===== config.mk =====
export PLATFORM = sky130hd
export DESIGN_NAME = prc_top
export DESIGN_NICKNAME = d
export VERILOG_FILES = /design/src/prc_pkg.sv /design/src/prc_top.sv /design/src/prc_sync.sv
export VERILOG_INCLUDE_DIRS = /design/src /design/src/src
export SDC_FILE = /design/constraint.sdc
export NUM_CORES = 1
export LEC_CHECK = 0
export BUFFER_PORTS_ARGS = -buffer_cell sky130_fd_sc_hd__buf_2
export CORE_MARGIN = 2
export CORE_UTILIZATION = 40
export CTS_CLUSTER_DIAMETER = 60
export DETAILED_ROUTE_END_ITERATION = 10
export SLEW_MARGIN = 25
export SYNTH_ARGS = -nofsm -noshare
export SYNTH_HDL_FRONTEND = slang
export SYNTH_HIERARCHICAL = 1
export SYNTH_SLANG_ARGS = --single-unit

===== constraint.sdc =====
create_clock -name aclk -period 4.38 [get_ports aclk]
set_input_delay 1.314 -clock aclk [delete_from_list [all_inputs] [get_ports aclk]]
set_output_delay 1.314 -clock aclk [all_outputs]
set_load 0.01 [all_outputs]

===== src/prc_defs.svh =====
// offsets, field positions, reset values and widths of the periodic counter
`ifndef PRC_DEFS_SVH
`define PRC_DEFS_SVH
`define PRC_ADDR_W 8
`define PRC_DATA_W 32
`define PRC_OFF_SC 8'h00
`define PRC_OFF_CNT 8'h04
`define PRC_OFF_MOD 8'h08
`define PRC_SC_FLAG 7
`define PRC_SC_CLKS_HI 6
`define PRC_SC_CLKS_LO 5
`define PRC_SC_IE 4
`define PRC_SC_PS_HI 3
`define PRC_SC_PS_LO 0
`define PRC_CLKS_RST 2'h0
`define PRC_PS_RST 4'h0
`define PRC_PS_OFF 4'h0
`define PRC_CNT_RST 8'h00
`define PRC_MOD_RST 8'h00
`define PRC_PRE_W 18
`define PRC_RESP_OKAY 2'h0
`define PRC_RESP_SLVERR 2'h2
`endif


===== src/prc_pkg.sv =====
// types shared by the periodic counter modules
package prc_pkg;
`include "prc_defs.svh"

  typedef enum logic [1:0] {
    PRC_SRC_LOWPWR = 2'h0,
    PRC_SRC_EXT = 2'h1,
    PRC_SRC_INT = 2'h2,
    PRC_SRC_INT_ALT = 2'h3
  } prc_src_t;

  typedef struct packed {
    logic [2:0] stage1;
    logic [2:0] stage2;
  } prc_sync_t;

  typedef struct packed {
    logic aw_got;
    logic [`PRC_ADDR_W-1:0] aw_addr;
    logic w_got;
    logic [`PRC_DATA_W-1:0] w_data;
    logic w_strb0;
    logic bvalid;
    logic [1:0] bresp;
    logic rvalid;
    logic [`PRC_DATA_W-1:0] rdata;
    logic [1:0] rresp;
    logic match_flag;
    logic [1:0] clock_source_select;
    logic match_irq_enable;
    logic [3:0] divider_select;
    logic [7:0] compare_limit;
    logic [7:0] count_value;
    logic [`PRC_PRE_W-1:0] pre;
    logic src_prev;
  } prc_state_t;
endpackage


===== src/prc_top.sv =====
// periodic real-time counter with an axi4-lite register slave
//
// Register access over AXI4-Lite and the placing of the registers were chosen for this implementation.
`timescale 1ns/100ps
`include "prc_defs.svh"
module prc_top
  import prc_pkg::*;
(
  input wire logic aclk,
  input wire logic aresetn,
  input wire logic low_power_osc_clock,
  input wire logic external_ref_clock,
  input wire logic internal_ref_clock,
  input wire logic [`PRC_ADDR_W-1:0] s_axi_awaddr,
  input wire logic s_axi_awvalid,
  output logic s_axi_awready,
  input wire logic [`PRC_DATA_W-1:0] s_axi_wdata,
  input wire logic [3:0] s_axi_wstrb,
  input wire logic s_axi_wvalid,
  output logic s_axi_wready,
  output logic [1:0] s_axi_bresp,
  output logic s_axi_bvalid,
  input wire logic s_axi_bready,
  input wire logic [`PRC_ADDR_W-1:0] s_axi_araddr,
  input wire logic s_axi_arvalid,
  output logic s_axi_arready,
  output logic [`PRC_DATA_W-1:0] s_axi_rdata,
  output logic [1:0] s_axi_rresp,
  output logic s_axi_rvalid,
  input wire logic s_axi_rready,
  output logic irq
);
  prc_state_t r;
  prc_state_t nx;
  logic [2:0] src_sync;
  logic sel_level;
  logic src_edge;
  logic tick;
  logic wrap;
  logic wr_fire;
  logic wr_sc;
  logic wr_cnt;
  logic wr_mod;
  logic [`PRC_PRE_W-1:0] ratio;

  prc_sync u_sync (
    .aclk(aclk),
    .aresetn(aresetn),
    .async_in({internal_ref_clock, external_ref_clock, low_power_osc_clock}),
    .sync_out(src_sync)
  );

  function automatic logic pick_src(input logic [1:0] sel, input logic [2:0] lv);
    case (sel)
      PRC_SRC_LOWPWR: pick_src = lv[0];
      PRC_SRC_EXT: pick_src = lv[1];
      default: pick_src = lv[2];
    endcase
  endfunction

  // scaled set for source bit 0
  function automatic logic [`PRC_PRE_W-1:0] div_ratio(input logic scale, input logic [3:0] ps);
    logic [`PRC_PRE_W-1:0] v;
    v = 18'h00001;
    case ({scale, ps})
      5'h01: v = 18'h00008;
      5'h02: v = 18'h00020;
      5'h03: v = 18'h00040;
      5'h04: v = 18'h00080;
      5'h05: v = 18'h00100;
      5'h06: v = 18'h00200;
      5'h07: v = 18'h00400;
      5'h08: v = 18'h00001;
      5'h09: v = 18'h00002;
      5'h0a: v = 18'h00004;
      5'h0b: v = 18'h0000a;
      5'h0c: v = 18'h00010;
      5'h0d: v = 18'h00064;
      5'h0e: v = 18'h001f4;
      5'h0f: v = 18'h003e8;
      5'h11: v = 18'h00400;
      5'h12: v = 18'h00800;
      5'h13: v = 18'h01000;
      5'h14: v = 18'h02000;
      5'h15: v = 18'h04000;
      5'h16: v = 18'h08000;
      5'h17: v = 18'h10000;
      5'h18: v = 18'h003e8;
      5'h19: v = 18'h007d0;
      5'h1a: v = 18'h01388;
      5'h1b: v = 18'h02710;
      5'h1c: v = 18'h04e20;
      5'h1d: v = 18'h0c350;
      5'h1e: v = 18'h186a0;
      5'h1f: v = 18'h30d40;
      default: v = 18'h00001;
    endcase
    return v;
  endfunction

  always_comb
  begin
    ratio = div_ratio(r.clock_source_select[0], r.divider_select);
    sel_level = pick_src(r.clock_source_select, src_sync);
    src_edge = sel_level && !r.src_prev && (r.divider_select != `PRC_PS_OFF);
    tick = src_edge && (r.pre == `PRC_PRE_W'(ratio - 18'h00001));
    wrap = tick && (r.count_value == r.compare_limit);
    wr_fire = r.aw_got && r.w_got && !r.bvalid;
    wr_sc = wr_fire && r.w_strb0 && (r.aw_addr == `PRC_OFF_SC);
    wr_cnt = wr_fire && r.w_strb0 && (r.aw_addr == `PRC_OFF_CNT);
    wr_mod = wr_fire && r.w_strb0 && (r.aw_addr == `PRC_OFF_MOD);
  end

  always_comb
  begin
    nx = r;
    // write address and data taken in either order
    if (s_axi_awvalid && s_axi_awready)
    begin
      nx.aw_got = 1'b1;
      nx.aw_addr = s_axi_awaddr;
    end
    if (s_axi_wvalid && s_axi_wready)
    begin
      nx.w_got = 1'b1;
      nx.w_data = s_axi_wdata;
      nx.w_strb0 = s_axi_wstrb[0];
    end
    if (r.bvalid && s_axi_bready)
      nx.bvalid = 1'b0;
    if (src_edge)
    begin
      if (tick)
      begin
        nx.pre = '0;
        nx.count_value = wrap ? `PRC_CNT_RST : 8'(r.count_value + 8'h01);
      end
      else
        nx.pre = `PRC_PRE_W'(r.pre + 18'h00001);
    end
    if (wr_fire)
    begin
      nx.aw_got = 1'b0;
      nx.w_got = 1'b0;
      nx.bvalid = 1'b1;
      nx.bresp = (r.aw_addr == `PRC_OFF_SC || r.aw_addr == `PRC_OFF_CNT || r.aw_addr == `PRC_OFF_MOD)
        ? `PRC_RESP_OKAY : `PRC_RESP_SLVERR;
    end
    if (wr_sc)
    begin
      if (r.w_data[`PRC_SC_CLKS_HI:`PRC_SC_CLKS_LO] != r.clock_source_select
          || r.w_data[`PRC_SC_PS_HI:`PRC_SC_PS_LO] != r.divider_select)
      begin
        nx.pre = '0;
        nx.count_value = `PRC_CNT_RST;
      end
      nx.clock_source_select = r.w_data[`PRC_SC_CLKS_HI:`PRC_SC_CLKS_LO];
      nx.divider_select = r.w_data[`PRC_SC_PS_HI:`PRC_SC_PS_LO];
      nx.match_irq_enable = r.w_data[`PRC_SC_IE];
      if (r.w_data[`PRC_SC_FLAG])
        nx.match_flag = 1'b0;
    end
    if (wr_mod)
    begin
      nx.compare_limit = r.w_data[7:0];
      nx.pre = '0;
      nx.count_value = `PRC_CNT_RST;
    end
    // set on the wrap step, wins over a clear
    if (wrap)
      nx.match_flag = 1'b1;
    // old level of the new source, so a switch makes no false edge
    nx.src_prev = pick_src(nx.clock_source_select, src_sync);
    // read channel, one read at a time
    if (r.rvalid && s_axi_rready)
      nx.rvalid = 1'b0;
    if (s_axi_arvalid && s_axi_arready)
    begin
      nx.rvalid = 1'b1;
      nx.rresp = `PRC_RESP_OKAY;
      case (s_axi_araddr)
        `PRC_OFF_SC: nx.rdata = {24'h000000, r.match_flag, r.clock_source_select,
          r.match_irq_enable, r.divider_select};
        `PRC_OFF_CNT: nx.rdata = {24'h000000, r.count_value};
        `PRC_OFF_MOD: nx.rdata = {24'h000000, r.compare_limit};
        default:
        begin
          nx.rdata = '0;
          nx.rresp = `PRC_RESP_SLVERR;
        end
      endcase
    end
  end

  always_ff @(posedge aclk)
  begin
    if (!aresetn)
    begin
      r <= '0;
      r.clock_source_select <= `PRC_CLKS_RST;
      r.divider_select <= `PRC_PS_RST;
      r.count_value <= `PRC_CNT_RST;
      r.compare_limit <= `PRC_MOD_RST;
    end
    else
      r <= nx;
  end

  // a held response blocks new writes; simple, costs no throughput at one outstanding
  assign s_axi_awready = !r.aw_got && !r.bvalid;
  assign s_axi_wready = !r.w_got && !r.bvalid;
  assign s_axi_bvalid = r.bvalid;
  assign s_axi_bresp = r.bresp;
  assign s_axi_arready = !r.rvalid;
  assign s_axi_rvalid = r.rvalid;
  assign s_axi_rdata = r.rdata;
  assign s_axi_rresp = r.rresp;
  assign irq = r.match_flag && r.match_irq_enable;
endmodule


===== src/prc_sync.sv =====
// two-stage synchroniser for the three counting clock pins
`timescale 1ns/100ps
module prc_sync
  import prc_pkg::*;
(
  input wire logic aclk,
  input wire logic aresetn,
  input wire logic [2:0] async_in,
  output logic [2:0] sync_out
);
  prc_sync_t r;
  prc_sync_t nx;

  always_comb
  begin
    nx = r;
    nx.stage1 = async_in;
    nx.stage2 = r.stage1;
  end

  always_ff @(posedge aclk)
  begin
    if (!aresetn)
      r <= '0;
    else
      r <= nx;
  end

  // only the second stage leaves the module
  assign sync_out = r.stage2;
endmodule


---- Yosys cells after proc, flatten, opt, wreduce, memory -nomap -nowiden ----
Memories as Yosys holds them, arrays and structs flattened.
Index checks and enable logic that the tools add are counted.
word-level totals
  flip-flop bits (word level) ............. 106
  latch bits .............................. 0
  bits in writable memories ............... 0
  memory bits (read-only) ................. 576
  input bits .............................. 62
  output and inout bits ................... 42
  logic and storage cells ................. 91
  memories kept ........................... 1
cells by class
  $add $sub $neg .......................... 3
  multipliers ............................. 0
  divide/modulo/power cells ............... 0
  magnitude comparators ................... 0
  equal/unequal tests ..................... 10
  shifts and indexed selects .............. 0
  muxes and demuxes ....................... 18
  bitwise operators ....................... 1
  reductions and logical operators ........ 38
memories
  name              depth  width  read ports  clocked after memory_dff  wr ports  RTL line       RTL
  (name not given)  32     18     1           0                         0         prc_top.sv:65  case ({scale, ps})
operators by type and width
  cell                                                number
  2-to-1 mux 26 bit                                   3
  2-to-1 mux 35 bit                                   1
  2-to-1 mux 8 bit                                    3
  one-hot mux 8 bit (3 select lines)                  1
  adder 18 x 1 -> 18 bit, second input constant       1
  == test 18 bit                                      1
  2-to-1 mux 18 bit                                   1
  subtractor 18 x 1 -> 18 bit, second input constant  1
  logical AND 1 bit                                   17
  == test 8 x 3 -> 1 bit, second input constant       2
  == test 8 x 4 -> 1 bit, second input constant       2
  logical NOT 8 bit                                   2
  adder 8 x 1 -> 8 bit, second input constant         1
  == test 8 bit                                       1
  nonzero test 2 bit                                  4
  logical NOT 1 bit                                   5
  == test 2 x 1 -> 1 bit, second input constant       2
  logical NOT 2 bit                                   2
  2-to-1 mux 1 bit                                    4
  2-to-1 mux 2 bit                                    2
  inequality test 4 bit                               1
  one-hot mux 1 bit (2 select lines)                  2
  nonzero test 4 bit                                  1
  OR reduction 2 bit                                  2
  6 further kinds                                     8

---- Longest topological paths before layout ----
Gate-level depths: netlist of the first run.
  depth after elaboration ................. 11
  mapped depth ............................ 16
  depth with buffers taken out ............ 12

---- By module ----
The synthesis of the first run kept the hierarchy.
by module, submodules not included
  module    instances  cells an instance  area each (um^2)  sequential area each (um^2)
  prc_top   1          620                5057.4            1481.4
  prc_sync  1          12                 157.7             120.1

---- Worst setup path before layout of the first run ----
Ideal clock, no wire load.
  kind .................................... register to register
  from .................................... register r[35] in the netlist's numbering
  to ...................................... register r[2] in the netlist's numbering
  library setup time ...................... 0.116 ns
  data arrival time ....................... 3.866 ns
  required time ........................... 4.264 ns
  setup slack ............................. 0.398 ns
  stages on the path, launching flop included .. 17
  path buffers ............................ 5
  clock period less this slack ............ 3.982 ns
  cells stage by stage .................... dfxtp_1 > buf_2 > inv_1 > ha_1 > clkbuf_1 > nor2_1 > o32ai_1 > or3_1 > or4b_1 > buf_2 > o31ai_1 > nand3b_1 > a221o_1 > buf_6 > or4_4 > buf_6 > a41o_1
between the ends
  word-level cells in the longest chain between the ends .. 8
  elaborated cells on any way between the ends .. 12
  classes of those cells .................. 1 x add/sub; 2 x eq/ne; 4 x mux; 4 x reduce/logical; 1 x memory
RTL lines
  item                         RTL line        RTL
  start, declared              prc_top.sv:33   prc_state_t r;
  start signal, assigned       prc_top.sv:206  r <= nx;
  memory (32 x 18 bit)         n/a
  subtractor 18 x 1 -> 18 bit  prc_top.sv:106  tick = src_edge && (r.pre == `PRC_PRE_W'(ratio - 18'h00001));
  == test 18 bit               prc_top.sv:106
  logical AND 1 bit            prc_top.sv:106
  2-to-1 mux 18 bit            prc_top.sv:133  if (tick)
  2-to-1 mux 26 bit            prc_top.sv:131  if (src_edge)
  2-to-1 mux 26 bit            prc_top.sv:151  if (r.w_data[`PRC_SC_CLKS_HI:`PRC_SC_CLKS_LO] != r.clock_source_select
  2-to-1 mux 26 bit (*)        prc_top.sv:149  if (wr_sc)
Mark *: on every way between the ends. The rest lies on a longest branch, timed or not.
A chain may end at the register's enable or synchronous reset.

---- Worst setup path in the final report of the first run ----
  from .................................... register r[35] in the netlist's numbering
  to ...................................... register r[25] in the netlist's numbering
between the ends
  word-level cells in the longest chain between the ends .. 10
  elaborated cells on any way between the ends .. 14
  classes of those cells .................. 1 x add/sub; 2 x eq/ne; 5 x mux; 5 x reduce/logical; 1 x memory
RTL lines
  item                         RTL line        RTL
  memory (32 x 18 bit)         n/a
  subtractor 18 x 1 -> 18 bit  prc_top.sv:106
  == test 18 bit               prc_top.sv:106
  logical AND 1 bit            prc_top.sv:106
  logical AND 1 bit            prc_top.sv:107  wrap = tick && (r.count_value == r.compare_limit);
  2-to-1 mux 8 bit             prc_top.sv:136  nx.count_value = wrap ? `PRC_CNT_RST : 8'(r.count_value + 8'h01);
  2-to-1 mux 8 bit             prc_top.sv:133
  2-to-1 mux 26 bit            prc_top.sv:131
  2-to-1 mux 26 bit            prc_top.sv:151
  2-to-1 mux 26 bit (*)        prc_top.sv:149
Marks and branches as above.

==> results of run 1 <==
-- layer usage --
| layer | track usage [%] | vias to the layer above | wire (um) |
|---|---|---|---|
| met3 | 3.185 | 19 | 474 |
| met2 | 28.29 | 96 | 5538 |
| met4 | 6.928 | 0 | 233 |
| li1 | - | 2241 | - |
| met1 | 21.98 | 2071 | 5454 |
| met5 | 0 | - | 0 |
-- per-stage QoR --
stage	util [%]	area, um^2	hold slack (ns)
2_1_floorplan	-	5309	0.4118
6_report	45.29	5739	0.4320
4_1_cts	45.28	5738	0.4385
5_1_grt	45.29	5739	0.4430
3_5_place_dp	42.99	5448	0.4228
3_3_place_gp	42.99	5448	0.4231
-- cell type report --
cell class	instances	area, um^2	share of cell area, %
tap	172	215.2	3.750
clock buffer	10	239.0	4.164
sequential	80	1603	27.93
clock inverter	6	51.30	0.8938
timing repair buffer	64	355.3	6.191
inverter	15	56.30	0.9810
multi-input combinational	496	3219	56.09
-- sequential cells by signal, indices dropped and copies added, names as in the netlist --
name and flops:
r 62, s_axi_bresp 1, s_axi_bvalid 1, s_axi_rdata 8, s_axi_rresp 1, s_axi_rvalid 1, u_sync/nx 3, u_sync/sync_out 3
-- power groups by stage --
stage | logic (W) | clock network (W) | registers [W]
2_1_floorplan | 0.0000916 | 0 | 0.000772
3_3_place_gp | 0.000104 | 0 | 0.000775
3_5_place_dp | 0.000107 | 0 | 0.000776
4_1_cts | 0.000107 | 0.000752 | 0.000760
5_1_grt | 0.000120 | 0.000782 | 0.000762
6_report | 0.000106 | 0.000730 | 0.000760
-- worst max path at each step --
stage | start | end | slack (ns) | cells after the start
2_1_floorplan | r[35]$_SDFFE_PN0P_ | r[2]$_SDFF_PP0_ | 0.40 | 16
3_3_place_gp | r[36]$_SDFFE_PN0P_ | r[25]$_SDFF_PP0_ | 0.28 | 11
3_5_place_dp | r[36]$_SDFFE_PN0P_ | r[25]$_SDFF_PP0_ | 0.21 | 11
4_1_cts | r[36]$_SDFFE_PN0P_ | r[25]$_SDFF_PP0_ | 0.19 | 11
5_1_grt | r[37]$_SDFFE_PN0P_ | r[25]$_SDFF_PP0_ | 0.01 | 10
6_report | r[35]$_SDFFE_PN0P_ | r[25]$_SDFF_PP0_ | 0.21 | 11
-- worst max-delay path: cells and delay by family, from the launching register on --
kind                     cells  cell delay [ns]
AND/OR/NAND/NOR              5             2.14
AO/OA/AOI/OAI                4             1.03
buffers and inverters        1             0.12
flip-flops                   1             0.44
adder cells (fa/ha/maj)      1             0.37
-- logic make-up after synthesis --
kind of cell | count (synthesis) | share of synthesized area (%)
buffers and inverters | 81 | 9.477
AOI/OAI and AO/OA | 102 | 14.37
muxes | 34 | 6.526
adders and majority gates | 9 | 2.159
other | 1 | 0.07191
and+or+nand+nor | 278 | 28.53
DFF | 80 | 30.71
xor gates and xnor gates | 47 | 8.157
-- timing repair --
item | in CTS | in global routing
hold buffers | 0 | 0
setup endpoints to repair | 0 | 1
gates resized for setup | 0 | 1
-- placed cells by master (no fill, tap or decap), types with 9 or more instances in the layout --
master and count:
a21oi_1 11, conb_1 26, xnor2_1 26, and3_1 10, nor2_1 44, nand2_1 76, clkbuf_16 9, o22ai_1 11
or4_1 9, ha_1 9, buf_4 14, nor2b_1 34, xor2_1 20, nand3_1 21, mux2i_1 34, a21boi_0 19
buf_2 50, dfxtp_1 79, nand4_1 9, inv_1 15, o21ai_0 13, and2_1 11, nor3_1 13
==> results.json, run 1 <==
{
  "dp_slack_ns": 0.2070,
  "r2r_slack_ns": 0.21,
  "switchingPower_w": 0.0004007,
  "fp-row-count": 41,
  "seqPwrFrac_pct": 47.6,
  "path_max_fanout": 6,
  "vias_per_cell": 5.251,
  "swShare_pct": 25.12,
  "power.share.clock_pct": 45.7,
  "cpPeakStageDelay_ns": 0.60,
  "synth-seq-cells": 80,
  "syn_area_per_cell_um2": 8.252,
  "synthArstFlopShare_pct": 0,
  "cp.required_ns": 4.65,
  "critPathLaunchType": "flop",
  "finalSetupTns_ns": 0,
  "synth_area_leaders": "dfxtp_1 31%, mux2i_1 6.5%, nand2_1 5.5%, buf_4 5.3%, xnor2_1 4.4%",
  "drtIter0Drc": 194,
  "fin_ws_ns": 0.2068,
  "die_w_um": 118.2,
  "worstHoldStart": "u_sync/nx[0]$_SDFF_PN0_",
  "synthTopCellsByCount": "80 x dfxtp_1, 76 x nand2_1, 44 x nor2_1",
  "r2r_cells": 11,
  "crit_type": "reg -> reg",
  "routabilityCongestion": 0.8708,
  "clkLatencyLatePin_ns": 0.35,
  "fin_crit_ns": 4.173,
  "hold_viol": 0,
  "holdPathEnd": "u_sync/sync_out[0]$_SDFF_PN0_",
  "r2r-start": "r[35]$_SDFFE_PN0P_",
  "path_cells": "inv_1 > ha_1 > and4b_1 > a41oi_2 > nand4b_1 > or4_1 > or4_1 > a221oi_1 > o311ai_1 > or4_1 > a21oi_1",
  "fp.coreArea_mm2": 0.01267,
  "synth_top_area_share_pct": 30.71,
  "clockBufferDepth": 2,
  "final.period_utilization_pct": 95.28,
  "clk_pin_slew_worst_paths_ns": 0.06,
  "nets": 737,
  "fin_cells": 843,
  "io_pins": 104,
  "remaining_drc_errors": 0,
  "cap_violations": 0,
  "grt_pass1_vias": 4227,
  "netlist_area_mm2": 0.005215,
  "syn-instance-count": 632,
  "grt_max_degree": 56,
  "reg2reg_to": "r[25]$_SDFF_PP0_",
  "rsz0062_at_grt": "no",
  "yosys.area.top_type": "dfxtp_1",
  "antenna_found_initial": 0,
  "port_buffers": 50,
  "end_kind": "flop",
  "power_frac_comb_pct": 6.6,
  "ys_types": 75,
  "hpwl_mm": 8.751,
  "numCtsBuffers": 9,
  "clock.fmax_mhz": 239.6,
  "die_h_um": 118.2,
  "ir_drop_uv": 224.9,
  "slew_headroom_pct": 37.56,
  "initial_utilization_pct": 41.16,
  "min_path_cells": 1,
  "skew_ns": 0.005698,
  "final_antenna_net_count": 0,
  "tightestPinTransition_ns": 0.9295,
  "yosys_warnings": 6,
  "timing.final.max_slew_violations": 0,
  "ys_seq_area_share_pct": 30.71,
  "crit_top_cell": "or4_1",
  "cts_max_level": 3,
  "setup_violations": 0,
  "status": "finished clean",
  "die_area_mm2": 0.01397,
  "drt-pass1-iter-count": 4,
  "synth_ff_type": "dfxtp_1",
  "critPathArrivalTime_ns": 4.45,
  "p_int_w": 0.001195,
  "p_per_area_mw_per_mm2": 278.0,
  "cts_setup_buffers": 0,
  "hold_class": "reg -> reg",
  "yosys.cell_count.top_type": "dfxtp_1",
  "root_buffer": "clkbuf_16",
  "synth_edf_count": 0,
  "drt-wirelength-per-cell_um": 13.88,
  "drive_gt1_share_pct": 14.16,
  "totalWireLength_mm": 11.70,
  "fillCellCount": 1270,
  "grt_first_pass_wirelength_mm": 19.87,
  "cts_tree": "built",
  "antenna_cells": 0,
  "areaGrowthSynthToFinish_pct": 10.05,
  "power_w": 0.001595,
  "dp_cells": 827,
  "vias": 4427,
  "critPathSlowestCell": "or4_1",
  "groute.usage.overall_pct": 17.13,
  "gr-total-overflow": 0,
  "p_leak_nw": 2.326,
  "clock_sinks": 80
}
(Power assumes the default switching activity.)
==> run 2: changes to the inputs <==
--- a/config.mk
+++ b/config.mk
@@ -11,6 +11,7 @@
 export CORE_UTILIZATION = 40
 export CTS_CLUSTER_DIAMETER = 60
 export DETAILED_ROUTE_END_ITERATION = 10
+export SETUP_SLACK_MARGIN = 0.3
 export SLEW_MARGIN = 25
 export SYNTH_ARGS = -nofsm -noshare
 export SYNTH_HDL_FRONTEND = slang
==> results.json, run 2 (same netlist as run 1, synthesis figures left out) <==
{
  "cap_violations": 0,
  "p_int_w": 0.001195,
  "path_max_fanout": 7,
  "io_pins": 104,
  "nets": 740,
  "p_per_area_mw_per_mm2": 275.4,
  "fin_crit_ns": 3.929,
  "top_register": "r",
  "die_h_um": 118.2,
  "vias": 4473,
  "critPathLaunchType": "flop",
  "cts_max_level": 3,
  "gr-total-overflow": 0,
  "power_frac_comb_pct": 6.6,
  "seqPwrFrac_pct": 47.6,
  "antenna_cells": 0,
  "finalSetupTns_ns": 0,
  "r2r_cells": 11,
  "setup_violations": 0,
  "timing.final.max_slew_violations": 0,
  "fp.coreArea_mm2": 0.01267,
  "cts_hold_buf": 0,
  "areaGrowthSynthToFinish_pct": 11.23,
  "final_antenna_net_count": 0,
  "path_cells": "inv_1 > ha_1 > and4bb_2 > a31oi_1 > nand4b_1 > or4_1 > or4_1 > a221oi_2 > o311ai_2 > or4_1 > a21oi_1",
  "tightestPinTransition_ns": 0.9878,
  "hold_viol": 0,
  "clkLatencyLatePin_ns": 0.35,
  "cp.required_ns": 4.65,
  "clockBufferDepth": 2,
  "initial_utilization_pct": 41.16,
  "slew_headroom_pct": 33.64,
  "status": "finished clean",
  "cpPeakStageDelay_ns": 0.59,
  "die_area_mm2": 0.01397,
  "critPathSlowestCell": "or4_1",
  "ir_drop_uv": 225.7,
  "critPathArrivalTime_ns": 4.20,
  "root_buffer": "clkbuf_16",
  "port_buffers": 50,
  "drive_gt1_share_pct": 15.88,
  "min_path_cells": 1,
  "groute.usage.overall_pct": 17.17,
  "routabilityCongestion": 0.8708,
  "totalWireLength_mm": 11.81,
  "clock.fmax_mhz": 254.5,
  "cts_tree": "built",
  "fillCellCount": 1268,
  "final_util_pct": 45.78,
  "vias_per_cell": 5.287,
  "power.share.clock_pct": 45.8,
  "grt_pass1_vias": 4232,
  "grt_first_pass_wirelength_mm": 19.89,
  "clock_sinks": 80,
  "drt-pass1-iter-count": 4,
  "hold_class": "reg -> reg",
  "drtIter0Drc": 221,
  "numCtsBuffers": 9,
  "crit_top_cell": "or4_1",
  "die_w_um": 118.2,
  "switchingPower_w": 0.0004028,
  "final.period_utilization_pct": 89.71,
  "clk_pin_slew_worst_paths_ns": 0.06,
  "drt-wirelength-per-cell_um": 13.96,
  "hpwl_mm": 8.751,
  "largest_reg_flops": 62,
  "grt_max_degree": 56,
  "skew_ns": 0.006185,
  "layout_common_cells": "76 x nand2_1, 76 x dfxtp_1, 50 x buf_2",
  "rsz0062_at_grt": "no",
  "antenna_found_initial": 0,
  "crit_type": "reg -> reg",
  "swShare_pct": 25.21,
  "fp-row-count": 41,
  "remaining_drc_errors": 0,
  "end_kind": "flop",
  "p_leak_nw": 2.350
}
-- run 2: cell count changes in the layout (fill, tap and decap cells not counted), sizes merged --
cell  before  now
buf       64   67
-- run 2: path summary, 6_finish.rpt --
path	start	to	slack [ns]
hold reg to reg	u_sync/nx[0]$_SDFF_PN0_	u_sync/sync_out[0]$_SDFF_PN0_	0.43
hold / removal	u_sync/nx[0]$_SDFF_PN0_	u_sync/sync_out[0]$_SDFF_PN0_	0.43
setup reg to reg	r[36]$_SDFFE_PN0P_	r[25]$_SDFF_PP0_	0.45
setup / recovery	r[36]$_SDFFE_PN0P_	r[25]$_SDFF_PP0_	0.45
-- run 2: power groups by stage --
stage	clock network (W)	registers, W	logic (W)
2_1_floorplan	0	0.000772	0.0000916
3_3_place_gp	0	0.000775	0.000104
5_1_grt	0.000782	0.000762	0.000120
6_report	0.000732	0.000760	0.000106
4_1_cts	0.000752	0.000760	0.000107
3_5_place_dp	0	0.000776	0.000107
-- run 2: worst max-delay path, delay by kind of cell, from the launching register on --
family | cells | cell delay [ns]
simple gates | 5 | 2.15
compound gates | 4 | 0.91
fa+ha+maj | 1 | 0.28
buf+inv | 1 | 0.12
flops | 1 | 0.41
-- run 2: cell type report --
cell class	instances	area (um^2)	share of cell area (%)
Sequential cell	80	1607	27.70
Multi-Input combinational cell	496	3254	56.10
Inverter	15	56.30	0.9707
Clock buffer	10	239.0	4.120
Timing Repair Buffer	67	377.9	6.514
Clock inverter	6	51.30	0.8844
Tap cell	172	215.2	3.710
-- run 2: repair_timing --
| item | CTS | global route |
|---|---|---|
| setup endpoints to repair | 2 | 27 |
| resized for setup | 3 | 7 |
| hold endpoints to repair | 0 | 0 |
| setup buffers | 0 | 3 |
| pin swaps | 0 | 1 |
-- run 2: metal layers --
layer	wire length, um	GRT usage, %	vias to the layer above
li1	-	-	2251
met2	5547	28.50	106
met3	462	3.185	21
met5	0	0	-
met4	262	6.928	0
met1	5533	21.89	2095
-- run 2: stage by stage --
stage	hold WS (ns)	cell area [um^2]	total power (W)	instances	setup WS, ns
floorplan	0.4118	5309	0.0008641	657	0.3976
finish	0.4320	5801	0.001598	846	0.4509
global placement	0.4231	5448	0.0008794	827	0.2766
global route	0.4430	5801	0.001665	846	0.2640
detailed placement	0.4228	5448	0.0008829	827	0.2070
CTS	0.4385	5753	0.001619	843	0.3270
==> run 3: changes to the inputs <==
==> constraint.sdc (replaced) <==
create_clock -name aclk -period 3.8 [get_ports aclk]
set_input_delay 0.19 -clock aclk [delete_from_list [all_inputs] [get_ports aclk]]
set_output_delay 0.19 -clock aclk [all_outputs]
set_load 0.01 [all_outputs]
==> results.json, run 3 (same netlist as run 1, synthesis figures left out) <==
{
  "cap_violations": 0,
  "cp.required_ns": 4.04,
  "path_max_fanout": 8,
  "antenna_found_initial": 0,
  "cpPeakStageDelay_ns": 0.63,
  "clock.fmax_mhz": 278.5,
  "p_int_w": 0.001382,
  "switchingPower_w": 0.0004840,
  "final_antenna_net_count": 0,
  "seqPwrFrac_pct": 46.8,
  "path_cells": "buf_6 > ha_4 > mux2i_4 > o32ai_4 > or3_4 > or4b_4 > o31ai_2 > nand3b_1 > a221o_1 > or4_4 > a41o_1",
  "totalWireLength_mm": 12.93,
  "die_area_mm2": 0.01397,
  "hpwl_mm": 9.065,
  "critPathSlowestCell": "or4b_4",
  "grt_first_pass_wirelength_mm": 21.10,
  "root_buffer": "clkbuf_16",
  "reg2reg_to": "r[2]$_SDFF_PP0_",
  "r2r-start": "r[35]$_SDFFE_PN0P_",
  "layout_common_cells": "75 x nand2_1, 75 x dfxtp_1, 51 x buf_2",
  "setup_violations": 0,
  "die_h_um": 118.2,
  "p_leak_nw": 2.567,
  "io_pins": 104,
  "areaGrowthSynthToFinish_pct": 21.43,
  "remaining_drc_errors": 0,
  "gr-total-overflow": 0,
  "grt_pass1_vias": 4386,
  "skew_ns": 0.01316,
  "swShare_pct": 25.94,
  "vias": 4590,
  "routabilityCongestion": 0.8744,
  "timing.final.max_slew_violations": 0,
  "largest_reg_flops": 62,
  "fillCellCount": 1237,
  "end_kind": "flop",
  "initial_utilization_pct": 41.16,
  "clock_sinks": 80,
  "ir_drop_uv": 269.2,
  "crit_type": "reg -> reg",
  "fin_crit_ns": 3.590,
  "holdWs_ns": 0.04139,
  "drt-wirelength-per-cell_um": 14.71,
  "cts_tree": "built",
  "final.period_utilization_pct": 94.48,
  "fp.coreArea_mm2": 0.01267,
  "drtIter0Drc": 195,
  "clk_pin_slew_worst_paths_ns": 0.06,
  "drive_gt1_share_pct": 24.05,
  "p_per_area_mw_per_mm2": 294.7,
  "tightestPinTransition_ns": 0.8995,
  "critPathArrivalTime_ns": 3.83,
  "cts_max_level": 3,
  "r2r_slack_ns": 0.21,
  "port_buffers": 50,
  "power_frac_comb_pct": 7.0,
  "fp-row-count": 41,
  "drt-pass1-iter-count": 4,
  "slew_headroom_pct": 39.85,
  "groute.usage.overall_pct": 18.41,
  "status": "finished clean",
  "hold_class": "in -> reg",
  "numCtsBuffers": 9,
  "hold_viol": 0,
  "antenna_cells": 0,
  "top_register": "r",
  "die_w_um": 118.2,
  "finalSetupTns_ns": 0,
  "nets": 773,
  "r2r_cells": 11,
  "crit_path_start": "r[35]$_SDFFE_PN0P_",
  "critPathLaunchType": "flop",
  "clockBufferDepth": 2,
  "power.share.clock_pct": 46.2,
  "crit_path_end": "r[2]$_SDFF_PP0_",
  "grt_max_degree": 57,
  "clkLatencyLatePin_ns": 0.36,
  "vias_per_cell": 5.222,
  "rsz0062_at_grt": "yes"
}
run 3: cell count changes in the layout (fill, tap and decap cells not counted), moves of 4 or more:
cell	previous run	this run
buf_4	17	42
buf_6	0	4
ha_1	9	4
nor3_1	12	8
dfxtp_2	4	0
dfxtp_4	0	5
run 3: power by group through the flow:
stage               sequential [W]  clock, W  combinational [W]
CTS                       0.000875  0.000885           0.000127
global placement          0.000893         0           0.000122
global route              0.000875  0.000923           0.000148
finish                    0.000873  0.000862           0.000131
detailed placement        0.000894         0           0.000126
floorplan                 0.000889         0           0.000106
run 3: per-layer routing:
metal	up-vias	part of all wire, %	GRT usage (%)
met1	2154	46	23.31
met3	25	3.1	2.799
met2	88	48	30.74
met5	-	0	0
met4	0	2.8	8.509
li1	2323	-	-
run 3: stage by stage:
stage | cells | total power (W) | cell area [um^2] | setup slack (ns) | util [%]
floorplan | 657 | 0.0009953 | 5419 | 0.1705 | -
global placement | 840 | 0.001015 | 5633 | 0.1101 | 44.46
detailed placement | 840 | 0.001020 | 5633 | 0.1061 | 44.46
CTS | 863 | 0.001887 | 6010 | 0.2670 | 47.43
global route | 879 | 0.001945 | 6332 | 0.1425 | 49.98
finish | 879 | 0.001866 | 6332 | 0.2097 | 49.98
run 3: what timing repair did:
item,4_1_cts,5_1_grt
hold buffers,0,0
setup buffers,7,14
gates cloned,0,2
gates resized for setup,8,38
pin swaps,2,13
endpoints found under the setup margin,27,27
hold endpoints to repair,0,0
run 3: how the worst min path moves through the flow:
| stage | from | to | slack (ns) | cells after the start |
|---|---|---|---|---|
| 2_1_floorplan | aresetn | u_sync/nx[0]$_SDFF_PN0_ | 0.31 | 1 |
| 3_3_place_gp | external_ref_clock | u_sync/nx[1]$_SDFF_PN0_ | 0.39 | 2 |
| 3_5_place_dp | low_power_osc_clock | u_sync/nx[0]$_SDFF_PN0_ | 0.40 | 2 |
| 4_1_cts | low_power_osc_clock | u_sync/nx[0]$_SDFF_PN0_ | 0.03 | 2 |
| 5_1_grt | internal_ref_clock | u_sync/nx[2]$_SDFF_PN0_ | 0.04 | 2 |
| 6_report | low_power_osc_clock | u_sync/nx[0]$_SDFF_PN0_ | 0.04 | 2 |
run 3: area by class of cell:
type | count | area (um^2) | share of cell area [%]
clock inverters | 6 | 51.30 | 0.8101
inverters | 15 | 61.31 | 0.9682
clock buffers | 10 | 239.0 | 3.774
repair buffers | 99 | 660.6 | 10.43
well taps | 172 | 215.2 | 3.399
multi-input cells | 497 | 3485 | 55.03
flip-flops and latches | 80 | 1620 | 25.59
run 3: worst max-delay path, delay by kind of cell (launching register included):
kind	cells	cell delay (ns)
AO/OA/AOI/OAI	4	0.99
adder cells (fa/ha/maj)	1	0.18
buffers and inverters	1	0.13
flip-flops	1	0.37
multiplexers	1	0.16
AND/OR/NAND/NOR	4	1.64
